<file path="src/hdl/tsp_pkg.sv">
// Summary of operation
// - Static fields read on load, never written
// - Dynamic fields read on load, written on suspend
// - Switch touches only first 104 bytes, 108 with shadow stacks
// - Task register load touches no block field
// - Back-link selector at bytes 01h-00h, dynamic
// - Stack selector/offset pairs at 1Bh-04h, static
// - Page table base at 1Fh-1Ch, static
// - Instruction pointer and flags are dynamic
// - GPRs 47h-28h, selectors 5Fh-48h dynamic
// - Descriptor table selector at 63h-60h static
// - Trap bit set raises debug exception
// - Shadow stack pointer loaded, never stored
// - Bitmap base offset at bytes 67h-66h
// - Check bitmap in v86 or low privilege
// - All covered bits clear else fault
// - Base above 0DFFFh faults bitmap accesses
// - Always fetch two consecutive bitmap bytes
// - Bits beyond block limit count as set
// - Redirect bitmap 256 bits, 32 bytes
// - Small limit raises invalid-state exception
package tsp_pkg;
	// ****************************************
	// Field offsets within the state block
	// ****************************************
	localparam logic [15:0] TSP_OFF_LINK = 16'h0000;
	localparam logic [15:0] TSP_OFF_STK = 16'h0004;
	localparam logic [15:0] TSP_OFF_PTB = 16'h001C;
	localparam logic [15:0] TSP_OFF_NIP = 16'h0020;
	localparam logic [15:0] TSP_OFF_FLG = 16'h0024;
	localparam logic [15:0] TSP_OFF_GPR = 16'h0028;
	localparam logic [15:0] TSP_OFF_SEL = 16'h0048;
	localparam logic [15:0] TSP_OFF_LDT = 16'h0060;
	localparam logic [15:0] TSP_OFF_TRAP = 16'h0064;
	localparam logic [15:0] TSP_OFF_SSP = 16'h0068;
	localparam int TSP_TRAP_BIT = 0;
	localparam int TSP_BMB_LSB = 16;
	localparam logic [15:0] TSP_MIN_LIMIT = 16'h0067;
	localparam logic [15:0] TSP_MIN_LIMIT_SS = 16'h006B;
	localparam logic [15:0] TSP_BMB_MAX = 16'hDFFF;
	localparam logic [15:0] TSP_IRB_BYTES = 16'h0020;
	localparam int TSP_NSTK = 3;
	localparam int TSP_NGPR = 8;
	localparam int TSP_NSEL = 6;
	localparam logic [4:0] TSP_LOAD_WORDS = 5'h1A;
	localparam logic [4:0] TSP_LOAD_WORDS_SS = 5'h1B;
	localparam logic [4:0] TSP_SAVE_FIRST = 5'h08;
	localparam logic [4:0] TSP_SAVE_LAST = 5'h17;

	typedef enum logic [2:0] {
		TSP_IDLE = 3'b000,
		TSP_CHECK = 3'b001,
		TSP_SAVE = 3'b010,
		TSP_LOAD = 3'b011,
		TSP_IO_RD0 = 3'b100,
		TSP_IO_RD1 = 3'b101,
		TSP_IRB_RD = 3'b110,
		TSP_DONE = 3'b111
	} tsp_state_t;
endpackage

</file>
<file path="src/hdl/tsp_task_state_io_permission.sv">
module tsp_task_state_io_permission import tsp_pkg::*; (
	input wire logic mclk,
	input wire logic arst_n,
	// Task switch request with outgoing context
	input wire logic switch_req,
	input wire logic [31:0] new_block_base,
	input wire logic [15:0] new_block_limit,
	input wire logic [15:0] new_selector,
	input wire logic shadow_stack_en,
	input wire logic [31:0] cur_next_instruction_pointer,
	input wire logic [31:0] cur_flags_image,
	input wire logic [255:0] cur_gpr,
	input wire logic [95:0] cur_sel,
	// Task register load instruction
	input wire logic task_register_load_instr,
	input wire logic [31:0] ltr_base,
	input wire logic [15:0] ltr_limit,
	input wire logic [15:0] ltr_selector,
	// Port check and redirect lookup
	input wire logic io_req,
	input wire logic [15:0] io_port,
	input wire logic [2:0] io_size,
	input wire logic v86_mode,
	input wire logic [1:0] current_privilege_level,
	input wire logic [1:0] io_privilege_level,
	input wire logic irq_req,
	input wire logic [7:0] irq_vector,
	// Memory port to the state block
	output logic mem_rd,
	output logic mem_wr,
	output logic [31:0] mem_addr,
	output logic [31:0] mem_wdata,
	input wire logic [31:0] mem_rdata,
	input wire logic mem_ack,
	// Results
	output logic busy,
	output logic done,
	output logic general_protection_fault,
	output logic invalid_state_exception,
	output logic debug_exception,
	output logic irq_redirect,
	output logic [15:0] task_pointer_register,
	output logic [31:0] block_base_out,
	output logic [15:0] block_limit_out,
	output logic task_busy_mark,
	output logic [15:0] back_link,
	output logic [31:0] page_table_base,
	output logic [31:0] next_instruction_pointer,
	output logic [31:0] flags_image,
	output logic [255:0] gpr_out,
	output logic [95:0] sel_out,
	output logic [15:0] local_descriptor_table,
	output logic [95:0] stack_offset,
	output logic [47:0] stack_segment_selector,
	output logic [31:0] shadow_stack_pointer
);
	// ****************************************
	// Reset release
	// ****************************************
	logic rst_s1_reg, rst_n_reg;
	always_ff @(posedge mclk or negedge arst_n) begin
		if (!arst_n) begin
			rst_s1_reg <= 1'b0;
			rst_n_reg <= 1'b0;
		end else begin
			rst_s1_reg <= 1'b1;
			rst_n_reg <= rst_s1_reg;
		end
	end

	// ****************************************
	// Sequencer
	// ****************************************
	tsp_state_t state_reg;
	logic [4:0] word_reg;
	logic [15:0] prev_sel_reg;
	logic [31:0] old_base_reg;
	logic [15:0] new_sel_reg;
	logic [31:0] nb_reg;
	logic [15:0] nl_reg;
	logic [31:0] wdata_next;
	logic [16:0] bit_idx;
	logic [16:0] byte_off;
	logic [16:0] byte_off2;
	logic [15:0] bmb_reg;
	logic [7:0] byte0_reg;
	logic [6:0] mask;
	logic [14:0] chk;
	logic [2:0] bitpos_reg;
	logic [2:0] size_reg;
	logic [7:0] vec_reg;
	logic fault_next;
	logic [4:0] load_words;
	// Port number held for the whole bitmap walk
	logic [15:0] port_reg;

	assign load_words = shadow_stack_en ? TSP_LOAD_WORDS_SS : TSP_LOAD_WORDS;

	// Word index to save value: only dynamic fields
	always_comb begin
		wdata_next = 32'h00000000;
		if (word_reg == 5'h08)
			wdata_next = cur_next_instruction_pointer;
		else if (word_reg == 5'h09)
			wdata_next = cur_flags_image;
		else if (word_reg >= 5'h0A && word_reg <= 5'h11)
			wdata_next = cur_gpr[(32'(word_reg) - 10) * 32 +: 32];
		else if (word_reg >= 5'h12)
			wdata_next = {16'h0000, cur_sel[(32'(word_reg) - 18) * 16 +: 16]};
	end

	// bit index = port, byte offset = base + port/8
	assign bit_idx = {1'b0, io_port};
	assign byte_off = 17'(bmb_reg) + 17'(port_reg[15:3]);
	assign byte_off2 = byte_off + 17'h00001;
	assign chk = 15'({mem_rdata[7:0], byte0_reg} >> bitpos_reg);
	assign mask = (size_reg == 3'h4) ? 7'h0F : (size_reg == 3'h2) ? 7'h03 : 7'h01;

	always_comb begin
		fault_next = |(chk[6:0] & mask);
		if (byte_off2 > 17'(nl_reg))
			fault_next = 1'b1;
	end

	always_ff @(posedge mclk or negedge rst_n_reg) begin
		if (!rst_n_reg) begin
			state_reg <= TSP_IDLE;
			word_reg <= 5'h00;
			mem_rd <= 1'b0;
			mem_wr <= 1'b0;
			mem_addr <= 32'h00000000;
			mem_wdata <= 32'h00000000;
			busy <= 1'b0;
			done <= 1'b0;
			general_protection_fault <= 1'b0;
			invalid_state_exception <= 1'b0;
			debug_exception <= 1'b0;
			irq_redirect <= 1'b0;
			task_pointer_register <= 16'h0000;
			block_base_out <= 32'h00000000;
			block_limit_out <= 16'h0000;
			task_busy_mark <= 1'b0;
			prev_sel_reg <= 16'h0000;
			old_base_reg <= 32'h00000000;
			new_sel_reg <= 16'h0000;
			nb_reg <= 32'h00000000;
			nl_reg <= 16'h0000;
			bmb_reg <= 16'h0000;
			byte0_reg <= 8'h00;
			bitpos_reg <= 3'h0;
			size_reg <= 3'h0;
			vec_reg <= 8'h00;
			port_reg <= 16'h0000;
		end else begin
			done <= 1'b0;
			general_protection_fault <= 1'b0;
			invalid_state_exception <= 1'b0;
			debug_exception <= 1'b0;
			irq_redirect <= 1'b0;
			task_busy_mark <= 1'b0;
			case (state_reg)
				TSP_IDLE: begin
					if (task_register_load_instr) begin
						task_pointer_register <= ltr_selector;
						block_base_out <= ltr_base;
						block_limit_out <= ltr_limit;
						nl_reg <= ltr_limit;
						task_busy_mark <= 1'b1;
						done <= 1'b1;
					end else if (switch_req) begin
						busy <= 1'b1;
						old_base_reg <= block_base_out;
						prev_sel_reg <= task_pointer_register;
						new_sel_reg <= new_selector;
						nb_reg <= new_block_base;
						nl_reg <= new_block_limit;
						state_reg <= TSP_CHECK;
					end else if (io_req) begin
						if (v86_mode || current_privilege_level > io_privilege_level) begin
							busy <= 1'b1;
							size_reg <= io_size;
							port_reg <= io_port;
							bitpos_reg <= bit_idx[2:0];
							mem_rd <= 1'b1;
							mem_addr <= block_base_out + 32'(TSP_OFF_TRAP);
							state_reg <= TSP_IO_RD0;
							word_reg <= 5'h00;
						end else begin
							done <= 1'b1;
						end
					end else if (irq_req) begin
						busy <= 1'b1;
						vec_reg <= irq_vector;
						mem_rd <= 1'b1;
						mem_addr <= block_base_out + 32'(TSP_OFF_TRAP);
						word_reg <= 5'h01;
						state_reg <= TSP_IO_RD0;
					end
				end
				TSP_CHECK: begin
					if (nl_reg < (shadow_stack_en ? TSP_MIN_LIMIT_SS : TSP_MIN_LIMIT)) begin
						invalid_state_exception <= 1'b1;
						state_reg <= TSP_DONE;
					end else begin
						word_reg <= TSP_SAVE_FIRST;
						state_reg <= TSP_SAVE;
					end
				end
				TSP_SAVE: begin
					if (!mem_wr) begin
						mem_wr <= 1'b1;
						mem_addr <= old_base_reg + {25'h0000000, word_reg, 2'b00};
						mem_wdata <= wdata_next;
					end else if (mem_ack) begin
						mem_wr <= 1'b0;
						if (word_reg == TSP_SAVE_LAST) begin
							word_reg <= 5'h00;
							state_reg <= TSP_LOAD;
						end else begin
							word_reg <= word_reg + 5'h01;
						end
					end
				end
				TSP_LOAD: begin
					if (!mem_rd) begin
						mem_rd <= 1'b1;
						mem_addr <= nb_reg + {25'h0000000, word_reg, 2'b00};
					end else if (mem_ack) begin
						mem_rd <= 1'b0;
						if (word_reg == TSP_OFF_TRAP[6:2] && mem_rdata[TSP_TRAP_BIT])
							debug_exception <= 1'b1;
						if (word_reg == load_words - 5'h01) begin
							task_pointer_register <= new_sel_reg;
							block_base_out <= nb_reg;
							block_limit_out <= nl_reg;
							task_busy_mark <= 1'b1;
							state_reg <= TSP_DONE;
						end else begin
							word_reg <= word_reg + 5'h01;
						end
					end
				end
				TSP_IO_RD0: begin
					if (mem_ack) begin
						bmb_reg <= mem_rdata[TSP_BMB_LSB +: 16];
						if (word_reg == 5'h01) begin
							mem_addr <= block_base_out + 32'(mem_rdata[31:16]) - 32'(TSP_IRB_BYTES)
								+ 32'(vec_reg[7:3]);
							state_reg <= TSP_IRB_RD;
						end else if (mem_rdata[31:16] > TSP_BMB_MAX) begin
							mem_rd <= 1'b0;
							general_protection_fault <= 1'b1;
							state_reg <= TSP_DONE;
						end else begin
							mem_addr <= block_base_out + 32'(mem_rdata[31:16]) + 32'(port_reg[15:3]);
							state_reg <= TSP_IO_RD1;
							word_reg <= 5'h02;
						end
					end
				end
				TSP_IO_RD1: begin
					if (mem_ack) begin
						if (word_reg == 5'h02) begin
							byte0_reg <= mem_rdata[7:0];
							mem_addr <= mem_addr + 32'h00000001;
							word_reg <= 5'h03;
						end else begin
							mem_rd <= 1'b0;
							general_protection_fault <= fault_next;
							state_reg <= TSP_DONE;
						end
					end
				end
				TSP_IRB_RD: begin
					if (mem_ack) begin
						mem_rd <= 1'b0;
						irq_redirect <= mem_rdata[vec_reg[2:0]];
						state_reg <= TSP_DONE;
					end
				end
				TSP_DONE: begin
					busy <= 1'b0;
					done <= 1'b1;
					state_reg <= TSP_IDLE;
				end
				default: state_reg <= TSP_IDLE;
			endcase
		end
	end

	// ****************************************
	// Loaded context capture
	// ****************************************
	always_ff @(posedge mclk or negedge rst_n_reg) begin
		if (!rst_n_reg) begin
			back_link <= 16'h0000;
			page_table_base <= 32'h00000000;
			next_instruction_pointer <= 32'h00000000;
			flags_image <= 32'h00000000;
			gpr_out <= '0;
			sel_out <= '0;
			local_descriptor_table <= 16'h0000;
			stack_offset <= '0;
			stack_segment_selector <= '0;
			shadow_stack_pointer <= 32'h00000000;
		end else if (state_reg == TSP_LOAD && mem_rd && mem_ack) begin
			case (word_reg)
				5'h00: back_link <= prev_sel_reg;
				5'h01, 5'h03, 5'h05:
					stack_offset[(32'(word_reg) - 1) * 16 +: 32] <= mem_rdata;
				5'h02, 5'h04, 5'h06:
					stack_segment_selector[(32'(word_reg) - 2) * 8 +: 16] <= mem_rdata[15:0];
				5'h07: page_table_base <= mem_rdata;
				5'h08: next_instruction_pointer <= mem_rdata;
				5'h09: flags_image <= mem_rdata;
				5'h18: local_descriptor_table <= mem_rdata[15:0];
				5'h1A: shadow_stack_pointer <= mem_rdata;
				default: begin
					if (word_reg >= 5'h0A && word_reg <= 5'h11)
						gpr_out[(32'(word_reg) - 10) * 32 +: 32] <= mem_rdata;
					else if (word_reg >= 5'h12 && word_reg <= 5'h17)
						sel_out[(32'(word_reg) - 18) * 16 +: 16] <= mem_rdata[15:0];
				end
			endcase
		end
	end
endmodule

</file>
<file path="config.mk">
export PLATFORM = sky130hd
export DESIGN_NAME = tsp_task_state_io_permission
export DESIGN_NICKNAME = d
export VERILOG_FILES = /design/src/hdl/tsp_pkg.sv /design/src/hdl/tsp_task_state_io_permission.sv
export SDC_FILE = /design/constraint.sdc
export NUM_CORES = 2
export LEC_CHECK = 0
export ABC_AREA = 0
export ABC_CLOCK_PERIOD_IN_PS = 26900
export BUFFER_PORTS_ARGS = -buffer_cell sky130_fd_sc_hd__buf_2
export CORE_AREA = 2 2 552 554
export CTS_CLUSTER_SIZE = 8
export DETAILED_ROUTE_END_ITERATION = 6
export DIE_AREA = 0 0 554 556
export SKIP_CTS_REPAIR_TIMING = 1
export SLEW_MARGIN = 20
export SYNTH_ARGS = -nofsm -noshare
export SYNTH_HDL_FRONTEND = slang
export SYNTH_SLANG_ARGS = --single-unit
</file>
<file path="constraint.sdc">
create_clock -name mclk -period 26.9 [get_ports mclk]
set_clock_uncertainty 0.05 [all_clocks]
set_input_delay 1.345 -clock mclk [delete_from_list [all_inputs] [get_ports mclk]]
set_output_delay 1.345 -clock mclk [all_outputs]
set_load 0.02 [all_outputs]
</file>
* After elaboration in Yosys (flattened, before gate mapping) *
Index checks and enable logic that the tools add are counted.
Widths: inputs -> output; s select.

cells by class
  shift operators = 11
  multiplexer cells = 124
  add/subtract/negate cells = 20
  bitwise operators = 7
  equality and inequality tests = 49
  magnitude comparators = 9
  reductions and logical operators = 41

operators by type and width
  cell                       count
  $mux 32                    19
  $bwmux 256                 1
  $shift 32x34->256 const A  1
  $shiftx 256x33->32         1
  $shiftx 32x34->256         1
  $bwmux 96                  2
  $mux 16                    11
  $pmux 32 s5                1
  $neg 32->34                4
  $shift 16x34->96 const A   1
  $shift 32x34->96 const A   1
  $shiftx 16x34->96          1
  $shiftx 32x34->96          1
  $shiftx 96x33->16          1
  $mux 5                     17
  $add 32x7->32              2
  $pmux 16 s2                2
  $pmux 32 s2                1
  $bwmux 48                  1
  $mux 3                     16
  $shift 16x34->48 const A   1
  $shiftx 16x34->48          1
  $ne 2x2->1 const B         21
  $mux 1                     40
  other kinds (60)           113

word-level totals
  word-level logic and storage cells = 300
  input port bits = 616
  flip-flop bits (word level) = 969

* Logic depth before layout (Yosys ltp) *
  depth after elaboration = 9
  mapped depth = 22

* Least setup slack after synthesis *
Ideal clock, no wire load.

  kind = input to register
  start = input mem_rdata[16]
  end = register mem_addr[18]
  stages on the path = 15
  path buffers = 0
  path slack = 21.548 ns
  data required time = 26.729 ns
  data arrival time = 5.181 ns
  cells stage by stage = ha_1 fa_1 a211oi_1 o211ai_2 a21oi_1 xnor2_1 ha_1 a21oi_1 o21ai_0 o31ai_1 a2111oi_0 mux2_2 a311oi_1 o2111ai_1 a22o_1

between the ends
  cells in the longest elaborated chain, start to end = 6
  elaborated cells between the ends (all ways) = 11
  those cells by class = 4 x add/sub; 1 x order compare; 1 x eq/ne; 4 x mux; 1 x reduce/logical

RTL lines
  what                                             line                                                                      text
  start: declaration                               tsp_task_state_io_permission.sv:33                                        input wire logic [31:0] mem_rdata,
  $add 32x16->32                                   tsp_task_state_io_permission.sv:247, tsp_task_state_io_permission.sv:255
  $sub 32x6->32 or $add 32x13->32 (tied branches)  tsp_task_state_io_permission.sv:247, tsp_task_state_io_permission.sv:255
  $add 32x5->32 or $mux 32 (tied branches)         tsp_task_state_io_permission.sv:248, tsp_task_state_io_permission.sv:250
  $mux 32                                          tsp_task_state_io_permission.sv:246                                       if (word_reg == 5'h01) begin
  $mux 32                                          tsp_task_state_io_permission.sv:244                                       if (mem_ack) begin
  $pmux 32 s5                                      tsp_task_state_io_permission.sv:161                                       case (state_reg)
  end signal: assignment                           tsp_task_state_io_permission.sv:247                                       mem_addr <= block_base_out + 32'(mem_rdata[31:16]) - 32'(TSP_IRB_BYTES)
  end signal: assignment                           tsp_task_state_io_permission.sv:255                                       mem_addr <= block_base_out + 32'(mem_rdata[31:16]) + 32'(port_reg[15:3]);
  end signal: assignment                           tsp_task_state_io_permission.sv:265                                       mem_addr <= mem_addr + 32'h00000001;
  end: declaration                                 tsp_task_state_io_permission.sv:31                                        output logic [31:0] mem_addr,

Several ways; a longest one is shown, not always the timed one. The select of a mux whose other input is x is not followed.
A chain may end at the register's enable or synchronous reset.

* Worst setup path after layout *
  start = register word_reg[1]
  end = register stack_offset[95]

between the ends
  cells in the longest elaborated chain, start to end = 4
  elaborated cells between the ends (all ways) = 10
  those cells by class = 2 x add/sub; 3 x eq/ne; 2 x shift; 1 x mux; 2 x reduce/logical

RTL lines
  what                                                   line                                 text
  start: declaration                                     tsp_task_state_io_permission.sv:75   logic [4:0] word_reg;
  start signal: assignment                               tsp_task_state_io_permission.sv:220  word_reg <= word_reg + 5'h01;
  start signal: assignment                               tsp_task_state_io_permission.sv:239  word_reg <= word_reg + 5'h01;
  $sub 5x1->6                                            tsp_task_state_io_permission.sv:310  stack_offset[(32'(word_reg) - 1) * 16 +: 32] <= mem_rdata;
  $neg 32->34                                            tsp_task_state_io_permission.sv:310
  $shiftx 32x34->96 or $shift 32x34->96 (tied branches)  tsp_task_state_io_permission.sv:310
  $bwmux 96                                              tsp_task_state_io_permission.sv:310
  end signal: indexed assignment                         tsp_task_state_io_permission.sv:310
  end: declaration                                       tsp_task_state_io_permission.sv:53   output logic [95:0] stack_offset,

Several ways; a longest one is shown, not always the timed one.

==> run metrics <==
CTS tree=yes; crit-path cells=inv_1 -> ha_1 -> inv_1 -> nor2_4 -> nand3_1 -> ha_1 -> or4b_2 -> nor3_1 -> nand4_1 -> or4_2 -> nand2_1 -> o21ai_0; async set or reset register ratio after synthesis=1.00; CTS Root Cell=clkbuf_16; Slew headroom=0.212; max incr delay on CP=1110 ps; Fillers=33000; clk sink count=966; setup_tns=0 ps; final net count=7040; Clock Latency Late Sink=830 ps; CORE AREA=302000 µm²; number of synthesized flops with an enable pin=0; Worst EP required=27480 ps; MaxCap Viol Count=0; max-slew violation count=0; Hold Worst Slack=295 ps; commonest register cell after synthesis=dfrtp_1; run status=finished, final reports clean; Ports=1409; Ys Warns=0; die height=556 µm; layout cells sized above 1=0.377; Worst Hold Class=reg2reg; number of global-route vias before repair=44600; Startpoint Class=register; part of the power in registers=0.285; Area contributors post-synth=dfrtp_1, mux2_2, nand2_1; Clock Tree Buf Depth=4; Comb power frac=0.464; cell area after synthesis=50700 µm²; Yosys reg bits=966; largest net degree at the start of global routing=175; DRT antenna net count=0; total congestion overflow=0; Die Area=308000 µm²; Max VDD drop=0.0638 mV; CTS buffer count=153; most frequent cells in the layout=buf_2, dfrtp_1, nand2_1, o21ai_0, mux2_2; Port Buffers=1408; DP HPWL=259 mm; share of the synthesized area in the top cell type=0.477; Internal=3.93 mW; routability cong.=0.945; GRT Overall Usage=0.203; final hold violation count=0; # rows=202; NetSw=3.26 mW; Die W=554 µm; syn nets=5698; most common cell after layout, fill and taps aside=buf_2; biggest regs=gpr_out x256, sel_out x96, stack_offset x96; Post-Syn Instances=4961; First DRT Iteration DRCs=4740; Routed WL=325 mm; final worst slack=20220 ps; via count=47500; clock transition at the registers of the reported paths=60 ps; initial antenna violation count=183; Hold Crit Depth=0; WP buf/inv=2; critical-path cell with the highest stage delay=or4_2; post-DR wirelength/cell=31.3 µm; RSZ-0062 raised after global routing=no; Top delay family on crit path=simple AND/OR/NAND/NOR gates; Slew @ Worst Pin=1180 ps; Final period util=0.248; Area Growth Syn to Fin=32.6%; Cell variety after synth=92; CP Depth=12; Worst Path Class, Setup=reg2reg; clock share of power=0.251; max FFs per register=256; fin crit period=6680 ps; global-route wire length before repair=422 mm; Fmax=0.150 GHz; largest register by flop count=gpr_out; R2R depth=12; Pre-antenna DRT Iters=5; Yosys top cell by area=dfrtp_1; H-tree depth=4; CP Capture Type=register; syn_area_per_cell=10.2 µm²; vias per cell=4.57; crit-path max FO=54; final setup vio count=0; dpl ws=20280 ps; DRC=0; Initial Util=0.168; pwr dens=107 nW/µm²; switching share of power=0.454; Data arrival, critical path=7270 ps; sequential share of the synthesized area=0.477; Leakage=32.1 nW
[power by group through the flow]
stage	logic [mW]	clock network, mW	registers, mW
3_3_place_gp	3.31	0	2.05
3_5_place_dp	3.33	0	2.06
6_report	3.34	1.81	2.05
5_1_grt	3.60	1.90	2.08
4_1_cts	3.34	1.85	2.04
2_1_floorplan	1.88	0	2.11
[per-stage QoR]
step	std cells	util	cell area (µm²)	power [mW]
3_3_place_gp	10100	0.208	62700	5.36
5_1_grt	10300	0.222	67100	7.57
3_5_place_dp	10100	0.208	62700	5.39
4_1_cts	10300	0.222	67100	7.23
6_report	10400	0.223	67300	7.19
2_1_floorplan	4961	-	50700	3.99
[synthesized netlist by cell type (all sizes together) (12+ instances only)]
master  count
dfrtp     966
nand2     721
o21ai     496
mux2      487
clkbuf    292
nor2      239
a21oi     214
mux2i     127
nand3     124
ha        116
inv       114
xnor2     102
mux4       86
nor3       80
a22oi      68
and3       68
buf        64
xor2       53
a211oi     46
and2       43
nand4      35
a31oi      31
o31ai      31
a21o       27
or3        25
nor4       24
o21a       23
a21boi     22
nor2b      20
o211ai     19
o22ai      19
nand2b     12
[cell families (layout without fill, tap and decap cells)]
kind of cell	after synthesis	in the layout	synth area share
simple gates	1457	1457	0.131
xor+xnor	155	155	0.0269
flops	966	966	0.477
compound gates	1090	1090	0.128
other cells	1	76	0.0000739
mux	700	700	0.171
fa+ha+maj	121	121	0.0306
buf+inv	471	1853	0.0358
[area by class of cell]
class                           count  area [µm²]  area share
Multi-Input combinational cell   3524       25100       0.373
Sequential cell                   966       24200       0.360
Clock inverter                     26         384     0.00571
Inverter                          115         432     0.00642
Clock buffer                      169        3930      0.0584
Antenna cell                       75         188     0.00279
Timing Repair Buffer             1543        8100       0.120
Tap cell                         3978        4980      0.0740
[metal layers]
metal,GRT usage,part of all wire
met1,0.244,0.39
met3,0.0732,0.11
met2,0.322,0.45
met5,0,0.0013
met4,0.0902,0.050
[worst register-to-register path: stages (launching register included)]
cell and delay (ps):
dfrtp_4 970, inv_1 640, ha_1 1010, inv_1 400
nor2_4 510, nand3_1 140, ha_1 330, or4b_2 680
nor3_1 170, nand4_1 220, or4_2 1110, nand2_1 180
o21ai_0 90
[worst paths after layout]
path	start	end	slack (ps)
setup / recovery	word_reg[1]	stack_offset[95]	20220
hold / removal	rst_s1_reg	rst_n_reg	300
setup reg to reg	word_reg[1]	stack_offset[95]	20220
hold reg to reg	rst_s1_reg	rst_n_reg	300
max in group asynchronous	rst_n_reg	gpr_out[86]	23340
min in group asynchronous	rst_n_reg	general_protection_fault	310
Power figures use the tool's default switching activity.
